--- src/rtl/bridge_discard_params.svh ---
// register offsets, field positions, reset values and discard counts
// assumes an 8-bit byte address and 16-bit register data
`ifndef BRIDGE_DISCARD_PARAMS_SVH
`define BRIDGE_DISCARD_PARAMS_SVH

`define CTRL_OFS            8'h3e
`define IRQ_STAT_OFS        8'h40
`define IRQ_MASK_OFS        8'h42

`define RSVD_HI             15
`define RSVD_LO             12
`define ERR_EN_BIT          11
`define FLAG_BIT            10
`define DN_SEL_BIT          9
`define UP_SEL_BIT          8
`define B2B_BIT             7
`define SEC_RST_BIT         6

`define CTRL_RESET          16'h0000
`define IRQ_RESET           2'h0

`define IRQ_UP_BIT          0
`define IRQ_DN_BIT          1
`define BUSY_UP_BIT         4
`define BUSY_DN_BIT         5

`define DISCARD_LONG_CYCLES  32768
`define DISCARD_SHORT_CYCLES 1024

`endif

--- src/rtl/bridge_discard_pkg.sv ---
// types shared by the discard timer and the bridge control block
// assumes the constants header for all numbers
package bridge_discard_pkg;

	typedef enum logic {
		TMR_IDLE,
		TMR_COUNT
	} timer_state_t;

	typedef logic [15:0] reg_word_t;

endpackage

--- src/rtl/bridge_discard_timer_control.sv ---
// bridge control upper bits, both discard timers, reset and b2b gating
// assumes link clocks and the primary reset pin are asynchronous inputs,
// queue events are one-cycle pulses on i_clock
`timescale 1ns/1ps
`default_nettype none
`include "bridge_discard_params.svh"

module bridge_discard_timer_control #(
	parameter int unsigned LONG_COUNT  = `DISCARD_LONG_CYCLES,
	parameter int unsigned SHORT_COUNT = `DISCARD_SHORT_CYCLES
) (
	input  wire logic        i_clock,
	input  wire logic        i_rst_n,
	input  wire logic        i_clk_en,
	input  wire logic [7:0]  i_addr,
	input  wire logic [15:0] i_wdata,
	input  wire logic        i_wr,
	input  wire logic        i_rd,
	output var  logic [15:0] o_rdata,
	input  wire logic        i_pri_pci_clk,
	input  wire logic        i_sec_pci_clk,
	input  wire logic        i_primary_bus_reset_in_n,
	input  wire logic        i_up_head_ready,
	input  wire logic        i_up_retry_done,
	input  wire logic        i_dn_head_ready,
	input  wire logic        i_dn_retry_done,
	input  wire logic        i_sec_b2b_request,
	output var  logic        o_up_discard,
	output var  logic        o_dn_discard,
	output var  logic        o_primary_system_error,
	output var  logic        o_secondary_bus_reset_n,
	output var  logic        o_fast_b2b_grant,
	output var  logic        o_irq
);
	// input synchronisers and link clock edge detect
	logic [2:0] meta_q, meta_d;
	logic [2:0] sync_q, sync_d;
	logic [1:0] prev_q, prev_d;
	logic       up_tick;
	logic       dn_tick;
	logic       prim_rst_active;

	always_comb begin
		meta_d = {i_primary_bus_reset_in_n, i_sec_pci_clk, i_pri_pci_clk};
		sync_d = meta_q;
		prev_d = sync_q[1:0];
	end

	always_ff @(posedge i_clock or negedge i_rst_n) begin
		if (!i_rst_n) begin
			meta_q <= 3'h0;
			sync_q <= 3'h0;
			prev_q <= 2'h0;
		end else if (i_clk_en) begin
			meta_q <= meta_d;
			sync_q <= sync_d;
			prev_q <= prev_d;
		end
	end

	assign up_tick         = sync_q[0] & ~prev_q[0];
	assign dn_tick         = sync_q[1] & ~prev_q[1];
	assign prim_rst_active = ~sync_q[2];

	// control register fields
	logic err_en_q, err_en_d;
	logic flag_q, flag_d;
	logic dn_sel_q, dn_sel_d;
	logic up_sel_q, up_sel_d;
	logic b2b_q, b2b_d;
	logic sec_rst_q, sec_rst_d;
	logic [1:0] irq_stat_q, irq_stat_d;
	logic [1:0] irq_mask_q, irq_mask_d;
	logic [15:0] rdata_q, rdata_d;
	logic        up_busy;
	logic        dn_busy;

	function automatic logic hit(input logic [7:0] a, input logic [7:0] ofs);
		hit = (a == ofs);
	endfunction

	function automatic bridge_discard_pkg::reg_word_t ctrl_word(
		input logic e, input logic f, input logic d,
		input logic u, input logic b, input logic s);
		bridge_discard_pkg::reg_word_t w;
		w = 16'h0000;
		w[`ERR_EN_BIT]  = e;
		w[`FLAG_BIT]    = f;
		w[`DN_SEL_BIT]  = d;
		w[`UP_SEL_BIT]  = u;
		w[`B2B_BIT]     = b;
		w[`SEC_RST_BIT] = s;
		ctrl_word = w;
	endfunction

	always_comb begin
		logic wr_ctrl;
		logic any_discard;
		wr_ctrl     = i_wr && hit(i_addr, `CTRL_OFS);
		any_discard = o_up_discard | o_dn_discard;
		err_en_d    = err_en_q;
		dn_sel_d    = dn_sel_q;
		up_sel_d    = up_sel_q;
		b2b_d       = b2b_q;
		sec_rst_d   = sec_rst_q;
		flag_d      = flag_q;
		irq_mask_d  = irq_mask_q;
		irq_stat_d  = irq_stat_q;
		rdata_d     = 16'h0000;
		if (wr_ctrl) begin
			err_en_d  = i_wdata[`ERR_EN_BIT];
			dn_sel_d  = i_wdata[`DN_SEL_BIT];
			up_sel_d  = i_wdata[`UP_SEL_BIT];
			b2b_d     = i_wdata[`B2B_BIT];
			sec_rst_d = i_wdata[`SEC_RST_BIT];
			if (i_wdata[`FLAG_BIT]) begin
				flag_d = 1'b0;
			end
		end
		if (any_discard) begin
			flag_d = 1'b1;
		end
		if (i_wr && hit(i_addr, `IRQ_MASK_OFS)) begin
			irq_mask_d = i_wdata[1:0];
		end
		if (i_rd && hit(i_addr, `IRQ_STAT_OFS)) begin
			irq_stat_d = 2'h0;
		end
		if (o_up_discard) begin
			irq_stat_d[`IRQ_UP_BIT] = 1'b1;
		end
		if (o_dn_discard) begin
			irq_stat_d[`IRQ_DN_BIT] = 1'b1;
		end
		if (i_rd) begin
			if (hit(i_addr, `CTRL_OFS)) begin
				rdata_d = ctrl_word(err_en_q, flag_q, dn_sel_q, up_sel_q, b2b_q, sec_rst_q);
			end else if (hit(i_addr, `IRQ_STAT_OFS)) begin
				rdata_d[1:0]          = irq_stat_q;
				rdata_d[`BUSY_UP_BIT] = up_busy;
				rdata_d[`BUSY_DN_BIT] = dn_busy;
			end else if (hit(i_addr, `IRQ_MASK_OFS)) begin
				rdata_d[1:0] = irq_mask_q;
			end
		end
	end

	always_ff @(posedge i_clock or negedge i_rst_n) begin
		if (!i_rst_n) begin
			err_en_q   <= 1'(`CTRL_RESET >> `ERR_EN_BIT);
			flag_q     <= 1'b0;
			dn_sel_q   <= 1'b0;
			up_sel_q   <= 1'b0;
			b2b_q      <= 1'b0;
			sec_rst_q  <= 1'b0;
			irq_stat_q <= `IRQ_RESET;
			irq_mask_q <= `IRQ_RESET;
			rdata_q    <= 16'h0000;
		end else if (i_clk_en) begin
			err_en_q   <= err_en_d;
			flag_q     <= flag_d;
			dn_sel_q   <= dn_sel_d;
			up_sel_q   <= up_sel_d;
			b2b_q      <= b2b_d;
			sec_rst_q  <= sec_rst_d;
			irq_stat_q <= irq_stat_d;
			irq_mask_q <= irq_mask_d;
			rdata_q    <= rdata_d;
		end
	end

	assign o_rdata = rdata_q;

	// upstream timer on primary clocks, downstream on secondary clocks
	discard_timer #(
		.LONG_COUNT  (LONG_COUNT),
		.SHORT_COUNT (SHORT_COUNT)
	) up_timer (
		.i_clock     (i_clock),
		.i_rst_n     (i_rst_n),
		.i_clk_en    (i_clk_en),
		.i_tick      (up_tick),
		.i_start     (i_up_head_ready),
		.i_retry     (i_up_retry_done),
		.i_short_sel (up_sel_q),
		.o_discard   (o_up_discard),
		.o_busy      (up_busy)
	);

	discard_timer #(
		.LONG_COUNT  (LONG_COUNT),
		.SHORT_COUNT (SHORT_COUNT)
	) dn_timer (
		.i_clock     (i_clock),
		.i_rst_n     (i_rst_n),
		.i_clk_en    (i_clk_en),
		.i_tick      (dn_tick),
		.i_start     (i_dn_head_ready),
		.i_retry     (i_dn_retry_done),
		.i_short_sel (dn_sel_q),
		.o_discard   (o_dn_discard),
		.o_busy      (dn_busy)
	);

	// pin and interrupt outputs
	logic sys_err_q, sys_err_d;
	logic sec_rst_n_q, sec_rst_n_d;
	logic grant_q, grant_d;
	logic irq_q, irq_d;

	always_comb begin
		sys_err_d   = err_en_q & (o_up_discard | o_dn_discard);
		sec_rst_n_d = ~(sec_rst_q | prim_rst_active);
		grant_d     = b2b_q & i_sec_b2b_request;
		irq_d       = |(irq_stat_d & irq_mask_q);
	end

	always_ff @(posedge i_clock or negedge i_rst_n) begin
		if (!i_rst_n) begin
			sys_err_q   <= 1'b0;
			sec_rst_n_q <= 1'b0;
			grant_q     <= 1'b0;
			irq_q       <= 1'b0;
		end else if (i_clk_en) begin
			sys_err_q   <= sys_err_d;
			sec_rst_n_q <= sec_rst_n_d;
			grant_q     <= grant_d;
			irq_q       <= irq_d;
		end
	end

	assign o_primary_system_error  = sys_err_q;
	assign o_secondary_bus_reset_n = sec_rst_n_q;
	assign o_fast_b2b_grant        = grant_q;
	assign o_irq                   = irq_q;

	// checks
	AST_RSVD_ZERO: assert property (@(posedge i_clock) disable iff (!i_rst_n)
		i_clk_en && i_rd && i_addr == `CTRL_OFS |=> o_rdata[15:12] == 4'h0)
		else $error("reserved control bits read non-zero");
	AST_ERR_ON_DISCARD: assert property (@(posedge i_clock) disable iff (!i_rst_n)
		i_clk_en && err_en_q && (o_up_discard || o_dn_discard) |=> o_primary_system_error)
		else $error("system error missing after discard");
	AST_NO_ERR_DISABLED: assert property (@(posedge i_clock) disable iff (!i_rst_n)
		i_clk_en && !err_en_q |=> !o_primary_system_error)
		else $error("system error raised while disabled");
	AST_FLAG_SET: assert property (@(posedge i_clock) disable iff (!i_rst_n)
		i_clk_en && (o_up_discard || o_dn_discard) |=> flag_q)
		else $error("discard flag not set after discard");
	AST_FLAG_READBACK: assert property (@(posedge i_clock) disable iff (!i_rst_n)
		i_clk_en && i_rd && i_addr == `CTRL_OFS |=> o_rdata[`FLAG_BIT] == $past(flag_q))
		else $error("discard flag not reported on read");
	AST_STATUS_SET: assert property (@(posedge i_clock) disable iff (!i_rst_n)
		i_clk_en && (o_up_discard || o_dn_discard)
		|=> (irq_stat_q[`IRQ_UP_BIT] || !$past(o_up_discard))
		&& (irq_stat_q[`IRQ_DN_BIT] || !$past(o_dn_discard)))
		else $error("discard status bit not set");
	AST_FLAG_W1C: assert property (@(posedge i_clock) disable iff (!i_rst_n)
		i_clk_en && i_wr && i_addr == `CTRL_OFS && i_wdata[`FLAG_BIT]
		&& !o_up_discard && !o_dn_discard |=> !flag_q)
		else $error("discard flag not cleared by write of one");
	AST_FLAG_HOLD: assert property (@(posedge i_clock) disable iff (!i_rst_n)
		i_clk_en && flag_q && !(i_wr && i_addr == `CTRL_OFS && i_wdata[`FLAG_BIT])
		|=> flag_q)
		else $error("discard flag lost without a write of one");
	AST_SEC_RST_BIT: assert property (@(posedge i_clock) disable iff (!i_rst_n)
		i_clk_en && sec_rst_q |=> !o_secondary_bus_reset_n)
		else $error("secondary reset released while control bit set");
	AST_PRIM_RST: assert property (@(posedge i_clock) disable iff (!i_rst_n)
		i_clk_en && prim_rst_active |=> !o_secondary_bus_reset_n)
		else $error("secondary reset released during primary reset");
	AST_SEC_RST_RELEASE: assert property (@(posedge i_clock) disable iff (!i_rst_n)
		i_clk_en && !sec_rst_q && !prim_rst_active |=> o_secondary_bus_reset_n)
		else $error("secondary reset held with bit and primary reset clear");
	AST_B2B_GATE: assert property (@(posedge i_clock) disable iff (!i_rst_n)
		o_fast_b2b_grant |-> $past(b2b_q) && $past(i_sec_b2b_request))
		else $error("fast back-to-back granted while disabled");

	COV_UP_DISCARD: cover property (@(posedge i_clock) disable iff (!i_rst_n)
		o_up_discard ##1 o_primary_system_error);
	COV_DN_DELIVERED: cover property (@(posedge i_clock) disable iff (!i_rst_n)
		dn_busy && i_dn_retry_done);
	COV_IRQ: cover property (@(posedge i_clock) disable iff (!i_rst_n)
		o_irq ##1 i_rd && i_addr == `IRQ_STAT_OFS);
	COV_PRIM_RST: cover property (@(posedge i_clock) disable iff (!i_rst_n)
		prim_rst_active && !sec_rst_q ##1 !o_secondary_bus_reset_n);
	COV_B2B_GRANT: cover property (@(posedge i_clock) disable iff (!i_rst_n)
		b2b_q && i_sec_b2b_request ##1 o_fast_b2b_grant);
endmodule
`default_nettype wire

--- src/rtl/discard_timer.sv ---
// one delayed-completion discard timer counting link clock ticks
// assumes i_tick is a one-cycle pulse per link clock rising edge
`timescale 1ns/1ps
`default_nettype none
`include "bridge_discard_params.svh"
module discard_timer #(
	parameter int unsigned LONG_COUNT  = `DISCARD_LONG_CYCLES,
	parameter int unsigned SHORT_COUNT = `DISCARD_SHORT_CYCLES
) (
	input  wire logic i_clock,
	input  wire logic i_rst_n,
	input  wire logic i_clk_en,
	input  wire logic i_tick,
	input  wire logic i_start,
	input  wire logic i_retry,
	input  wire logic i_short_sel,
	output var  logic o_discard,
	output var  logic o_busy
);
	localparam logic [15:0] LONG_LEN  = 16'(LONG_COUNT - 1);
	localparam logic [15:0] SHORT_LEN = 16'(SHORT_COUNT - 1);

	bridge_discard_pkg::timer_state_t state_q, state_d;
	logic [15:0] cnt_q, cnt_d;
	logic [15:0] last_q, last_d;
	logic        discard_q, discard_d;

	always_comb begin
		state_d   = state_q;
		cnt_d     = cnt_q;
		last_d    = last_q;
		discard_d = 1'b0;
		unique case (state_q)
			bridge_discard_pkg::TMR_IDLE: begin
				if (i_start) begin
					state_d = bridge_discard_pkg::TMR_COUNT;
					cnt_d   = 16'h0000;
					last_d  = i_short_sel ? SHORT_LEN : LONG_LEN;
				end
			end
			bridge_discard_pkg::TMR_COUNT: begin
				if (i_retry) begin
					state_d = bridge_discard_pkg::TMR_IDLE;
					cnt_d   = 16'h0000;
				end else if (i_tick) begin
					if (cnt_q == last_q) begin
						state_d   = bridge_discard_pkg::TMR_IDLE;
						cnt_d     = 16'h0000;
						discard_d = 1'b1;
					end else begin
						cnt_d = cnt_q + 16'h0001;
					end
				end
			end
		endcase
	end

	always_ff @(posedge i_clock or negedge i_rst_n) begin
		if (!i_rst_n) begin
			state_q   <= bridge_discard_pkg::TMR_IDLE;
			cnt_q     <= 16'h0000;
			last_q    <= 16'h0000;
			discard_q <= 1'b0;
		end else if (i_clk_en) begin
			state_q   <= state_d;
			cnt_q     <= cnt_d;
			last_q    <= last_d;
			discard_q <= discard_d;
		end
	end

	assign o_discard = discard_q;
	assign o_busy    = (state_q == bridge_discard_pkg::TMR_COUNT);

	// ticks seen since start, for checking only
	logic [16:0] hlp_ticks_q;
	always_ff @(posedge i_clock or negedge i_rst_n) begin
		if (!i_rst_n) begin
			hlp_ticks_q <= 17'h00000;
		end else if (i_clk_en) begin
			if (!o_busy) begin
				hlp_ticks_q <= 17'h00000;
			end else if (i_tick && !i_retry) begin
				hlp_ticks_q <= hlp_ticks_q + 17'h00001;
			end
		end
	end

	AST_DISCARD_LENGTH: assert property (@(posedge i_clock) disable iff (!i_rst_n)
		o_discard |-> (hlp_ticks_q == 17'(LONG_COUNT) || hlp_ticks_q == 17'(SHORT_COUNT)))
		else $error("discard after wrong number of link clocks");
	AST_RETRY_STOPS: assert property (@(posedge i_clock) disable iff (!i_rst_n)
		i_clk_en && o_busy && i_retry |=> !o_busy && !o_discard)
		else $error("retry did not stop the discard timer");
	AST_START_ONLY: assert property (@(posedge i_clock) disable iff (!i_rst_n)
		i_clk_en && !o_busy && !i_start |=> !o_busy)
		else $error("timer ran without a completion at queue head");
endmodule
`default_nettype wire

--- config.mk ---
export PLATFORM = sky130hd
export DESIGN_NAME = bridge_discard_timer_control
export DESIGN_NICKNAME = d
export VERILOG_FILES = /design/src/rtl/bridge_discard_pkg.sv /design/src/rtl/bridge_discard_timer_control.sv /design/src/rtl/discard_timer.sv
export VERILOG_INCLUDE_DIRS = /design/src /design/src/rtl
export SDC_FILE = /design/constraint.sdc
export NUM_CORES = 1
export LEC_CHECK = 0
export ABC_AREA = 1
export BUFFER_PORTS_ARGS = -buffer_cell sky130_fd_sc_hd__buf_2
export CORE_ASPECT_RATIO = 1.1
export CORE_MARGIN = 5
export CORE_UTILIZATION = 50
export CTS_CLUSTER_DIAMETER = 60
export DETAILED_ROUTE_END_ITERATION = 10
export PLACE_DENSITY = 0.8
export SETUP_SLACK_MARGIN = 0.02
export SYNTH_ARGS = -nofsm -noshare
export SYNTH_HDL_FRONTEND = slang
export SYNTH_SLANG_ARGS = --single-unit
export TNS_END_PERCENT = 100
--- constraint.sdc ---
create_clock -name i_clock -period 4.4 [get_ports i_clock]
set_clock_uncertainty 0.2 [all_clocks]
set_input_delay 0.66 -clock i_clock [delete_from_list [all_inputs] [get_ports i_clock]]
set_output_delay 0.66 -clock i_clock [all_outputs]
set_load 0.02 [all_outputs]
==> metrics.md <==
| Metric | Value |
|---|---|
| Leakage power total | 0.00215 uW |
| Worst slew margin relative to its limit | 51.0% |
| Worst-path maximum fanout | 33 |
| Flip-flop and latch count after synthesis | 72 |
| Warnings, synthesis | 0 |
| Global-route wire length before repair | 14800 um |
| Number of vias per cell after detailed routing | 5.24 |
| Violation count after the first detailed-routing iteration | 189 |
| Worst IR Drop VDD | 0.277 mV |
| Residual DRC count | 0 |
| Number of placed cells counting well taps | 648 |
| Die area | 0.00963 mm^2 |
| Netlist area before placement | 0.00388 mm^2 |
| Flop pwr share | 48.0% |
| Minimum clock period after layout | 2.18 ns |
| Per-instance average area after synthesis | 7.66 um^2 |
| Final max-slew violation count | 0 |
| Clock share of power | 38.4% |
| Buffer levels on the longest clock path | 2 |
| Count of buffers added by post-CTS timing repair for setup | 0 |
| Total wire length after detailed routing | 8460 um |
| Starting utilization of the core area | 51.7% |
| Most common cell after layout, fill and taps aside | nand2_1 |
| Average wire per cell in the routed design | 12.8 um |
| Async S/R FF share, synth | 100% |
| Horizontal extent of the die | 94.0 um |
| Number of filler instances in the final layout | 663 |
| Arrival time worst endpoint | 2.23 ns |
| Design Power | 1540 uW |
| Quantity of I/O buffers inserted on ports | 44 |
| Total negative slack for setup checks | 0 ns |
| Top library cells by usage in the layout, fill and taps aside | 145 x nand2_1, 72 x dfrtp_1, 71 x nor2_1 |
| CTS tree | built |
| Gate Count Post-Synth | 507 |
| Number of gates given a new drive strength after cts | 0 |
| Antenna violations before repair | 0 |
| Post-route insts no fill | 663 |
| P&R area growth vs syn | 13.0% |
| Overall die height | 102 um |
| Core region area | 0.00751 mm^2 |
| Setup repair after global routing missed its margin | no |
| Source-to-sink clock delay at the later pin of the worst-skew pair | 0.34 ns |
| Number of iterations in the first detailed-routing pass | 6 |
| CTS root buffer | clkbuf_8 |
| Number of clock sinks seen by CTS | 72 |
| Worst min-delay path class | in -> async |
| Internal power consumption | 1120 uW |
| Outcome | finished clean |
| Endpoint class of the critical path | register |
| Final hold violation count | 0 |
| # Max-Cap Violations | 0 |
| Number of cell rows | 33 |
| Ports placed on the boundary | 59 |
| Setup violators final | 0 |
| Largest net degree at the start of global routing | 42 |
| Net switching power | 423 uW |
| Residual antenna-violating net count after detailed routing | 0 |
| CTS clock-pin slew for the worst setup and hold paths | 0.07 ns |
| Net switching fraction of the power | 27.5% |
| Distinct cells, synth | 36 |
| Power share of the combinational group | 13.6% |
| Final worst path period share | 49.6% |
| Number of diodes added for antenna fixing | 0 |
| Number of enable-type register cells in the synthesized netlist | 0 |
| Number of cells on the worst reg-to-reg path | 8 |
| Placer's final routability congestion estimate | 0.912 |
| Type of the setup path with the least slack | in -> reg |
| Clock buffer count from CTS | 9 |
| Register area share after synthesis | 46.4% |
| Overall global routing resource usage | 19.0% |
| Power density of the placed cells | 350 mW/mm^2 |
| Worst endpoint required time | 4.45 ns |
| Dpl hpwl | 6150 um |
| Share of post-route cells with drive strength above 1 | 16.3% |
| Number of nets in the layout | 593 |
| Peak clock frequency supported by timing | 458 MHz |
| Worst-margin pin slew | 0.735 ns |
| # hold bufs at CTS | 0 |
| Kind of start point of the critical path | input pin |
| Via count of the first global-routing pass | 3426 |
| Aggregate global routing overflow | 0 |
| Total number of H-tree levels | 3 |
| Via count | 3477 |
| Most instantiated flip-flop cell in the synthesis netlist | dfrtp_1 |
==> metal layers <==
metal | up-vias | part of all wire, % | track usage (%)
met5 | - | 0 | 0
li1 | 1712 | - | -
met1 | 1643 | 42 | 22.4
met4 | 0 | 2.2 | 6.56
met2 | 96 | 51 | 34.4
met3 | 26 | 5.2 | 3.98
==> worst paths after layout <==
kind                                  from                  to  slack [ns]
setup / recovery                  i_clk_en   dn_timer.cnt_q[9]        2.22
hold / removal                     i_rst_n  dn_timer.cnt_q[15]        0.17
setup reg to reg           dn_timer.o_busy   dn_timer.cnt_q[9]        2.52
hold reg to reg                  meta_q[1]           meta_q[1]        0.27
max in group asynchronous          i_rst_n   dn_timer.cnt_q[5]        2.83
min in group i_clock             meta_q[1]           meta_q[1]        0.27
==> layout make-up <==
cell class	instances	area [um^2]	share of cell area (%)
inverter	58	218	4.96
multi-input combinational	368	1780	40.6
timing repair buffer	45	228	5.19
clock buffer	11	151	3.45
tap	105	131	2.99
sequential	72	1800	41.0
clock inverter	4	76.3	1.74
==> critical path: stages <==
cell     delay (ns)
buf_2          0.42
nand2_1        0.16
nand2_1        0.11
nand2_2        0.18
inv_2          0.25
nand3_1        0.13
inv_1          0.07
nor2_1         0.04
nor3_1         0.19
==> power groups by stage <==
stage / combinational, uW / clock, uW / sequential [uW]
after floorplan: 152 / 0 / 746
after global placement: 199 / 0 / 748
after detailed placement: 208 / 0 / 750
after CTS: 211 / 604 / 738
after global routing: 239 / 632 / 744
final: 209 / 591 / 739
==> stage by stage <==
stage	instance area, um^2	util [%]	setup slack (ns)	hold slack, ns
finish	4390	58.4	2.22	0.170
global route	4390	58.4	2.07	0.230
CTS	4390	58.4	2.25	0.187
detailed placement	4160	55.4	1.93	0.259
global placement	4160	55.4	1.99	0.254
floorplan	3900	-	2.63	0.164
==> cells in the mapped netlist (2+ instances only) <==
cell	instances	share of area, %
a21oi_1	9	1.2
buf_4	6	1.2
buf_6	3	0.87
clkbuf_1	3	0.29
dfrtp_1	72	46
ha_1	2	0.64
inv_1	54	5.2
inv_2	4	0.39
mux2_2	5	1.4
nand2_1	145	14
nand2_2	4	0.64
nand3_1	36	4.6
nand4_1	15	2.4
nor2_1	71	6.9
nor2_2	3	0.48
nor2_4	3	0.87
nor3_1	8	1.0
nor3_2	4	1.0
o2111ai_1	2	0.45
o21ai_0	31	4.0
o21ai_2	3	0.68
o22ai_1	2	0.32
o31ai_1	2	0.39
xnor2_1	5	1.1
xor2_1	4	0.90
==> flip-flops by register name, indices dropped and copies added, names as in the netlist, 2 cells and up <==
name             count
o_rdata             10
meta_q               3
dn_timer.cnt_q      16
dn_timer.last_q      2
up_timer.cnt_q      16
prev_q               2
up_timer.last_q      2
sync_q               3
irq_stat_q           2
irq_mask_q           2
==> cells by family (layout without fill, tap and decap cells) <==
| kind of cell | after synthesis | count (layout) | share of synthesized area (%) |
|---|---|---|---|
| simple gates | 293 | 293 | 33.3 |
| flops | 72 | 72 | 46.4 |
| buf+inv | 72 | 118 | 8.15 |
| compound gates | 53 | 53 | 7.96 |
| xor+xnor | 9 | 9 | 2.03 |
| mux | 5 | 5 | 1.45 |
| fa+ha+maj | 2 | 2 | 0.644 |
| other cells | 1 | 6 | 0.0966 |
Note: power is estimated with default switching activity, not from simulation.
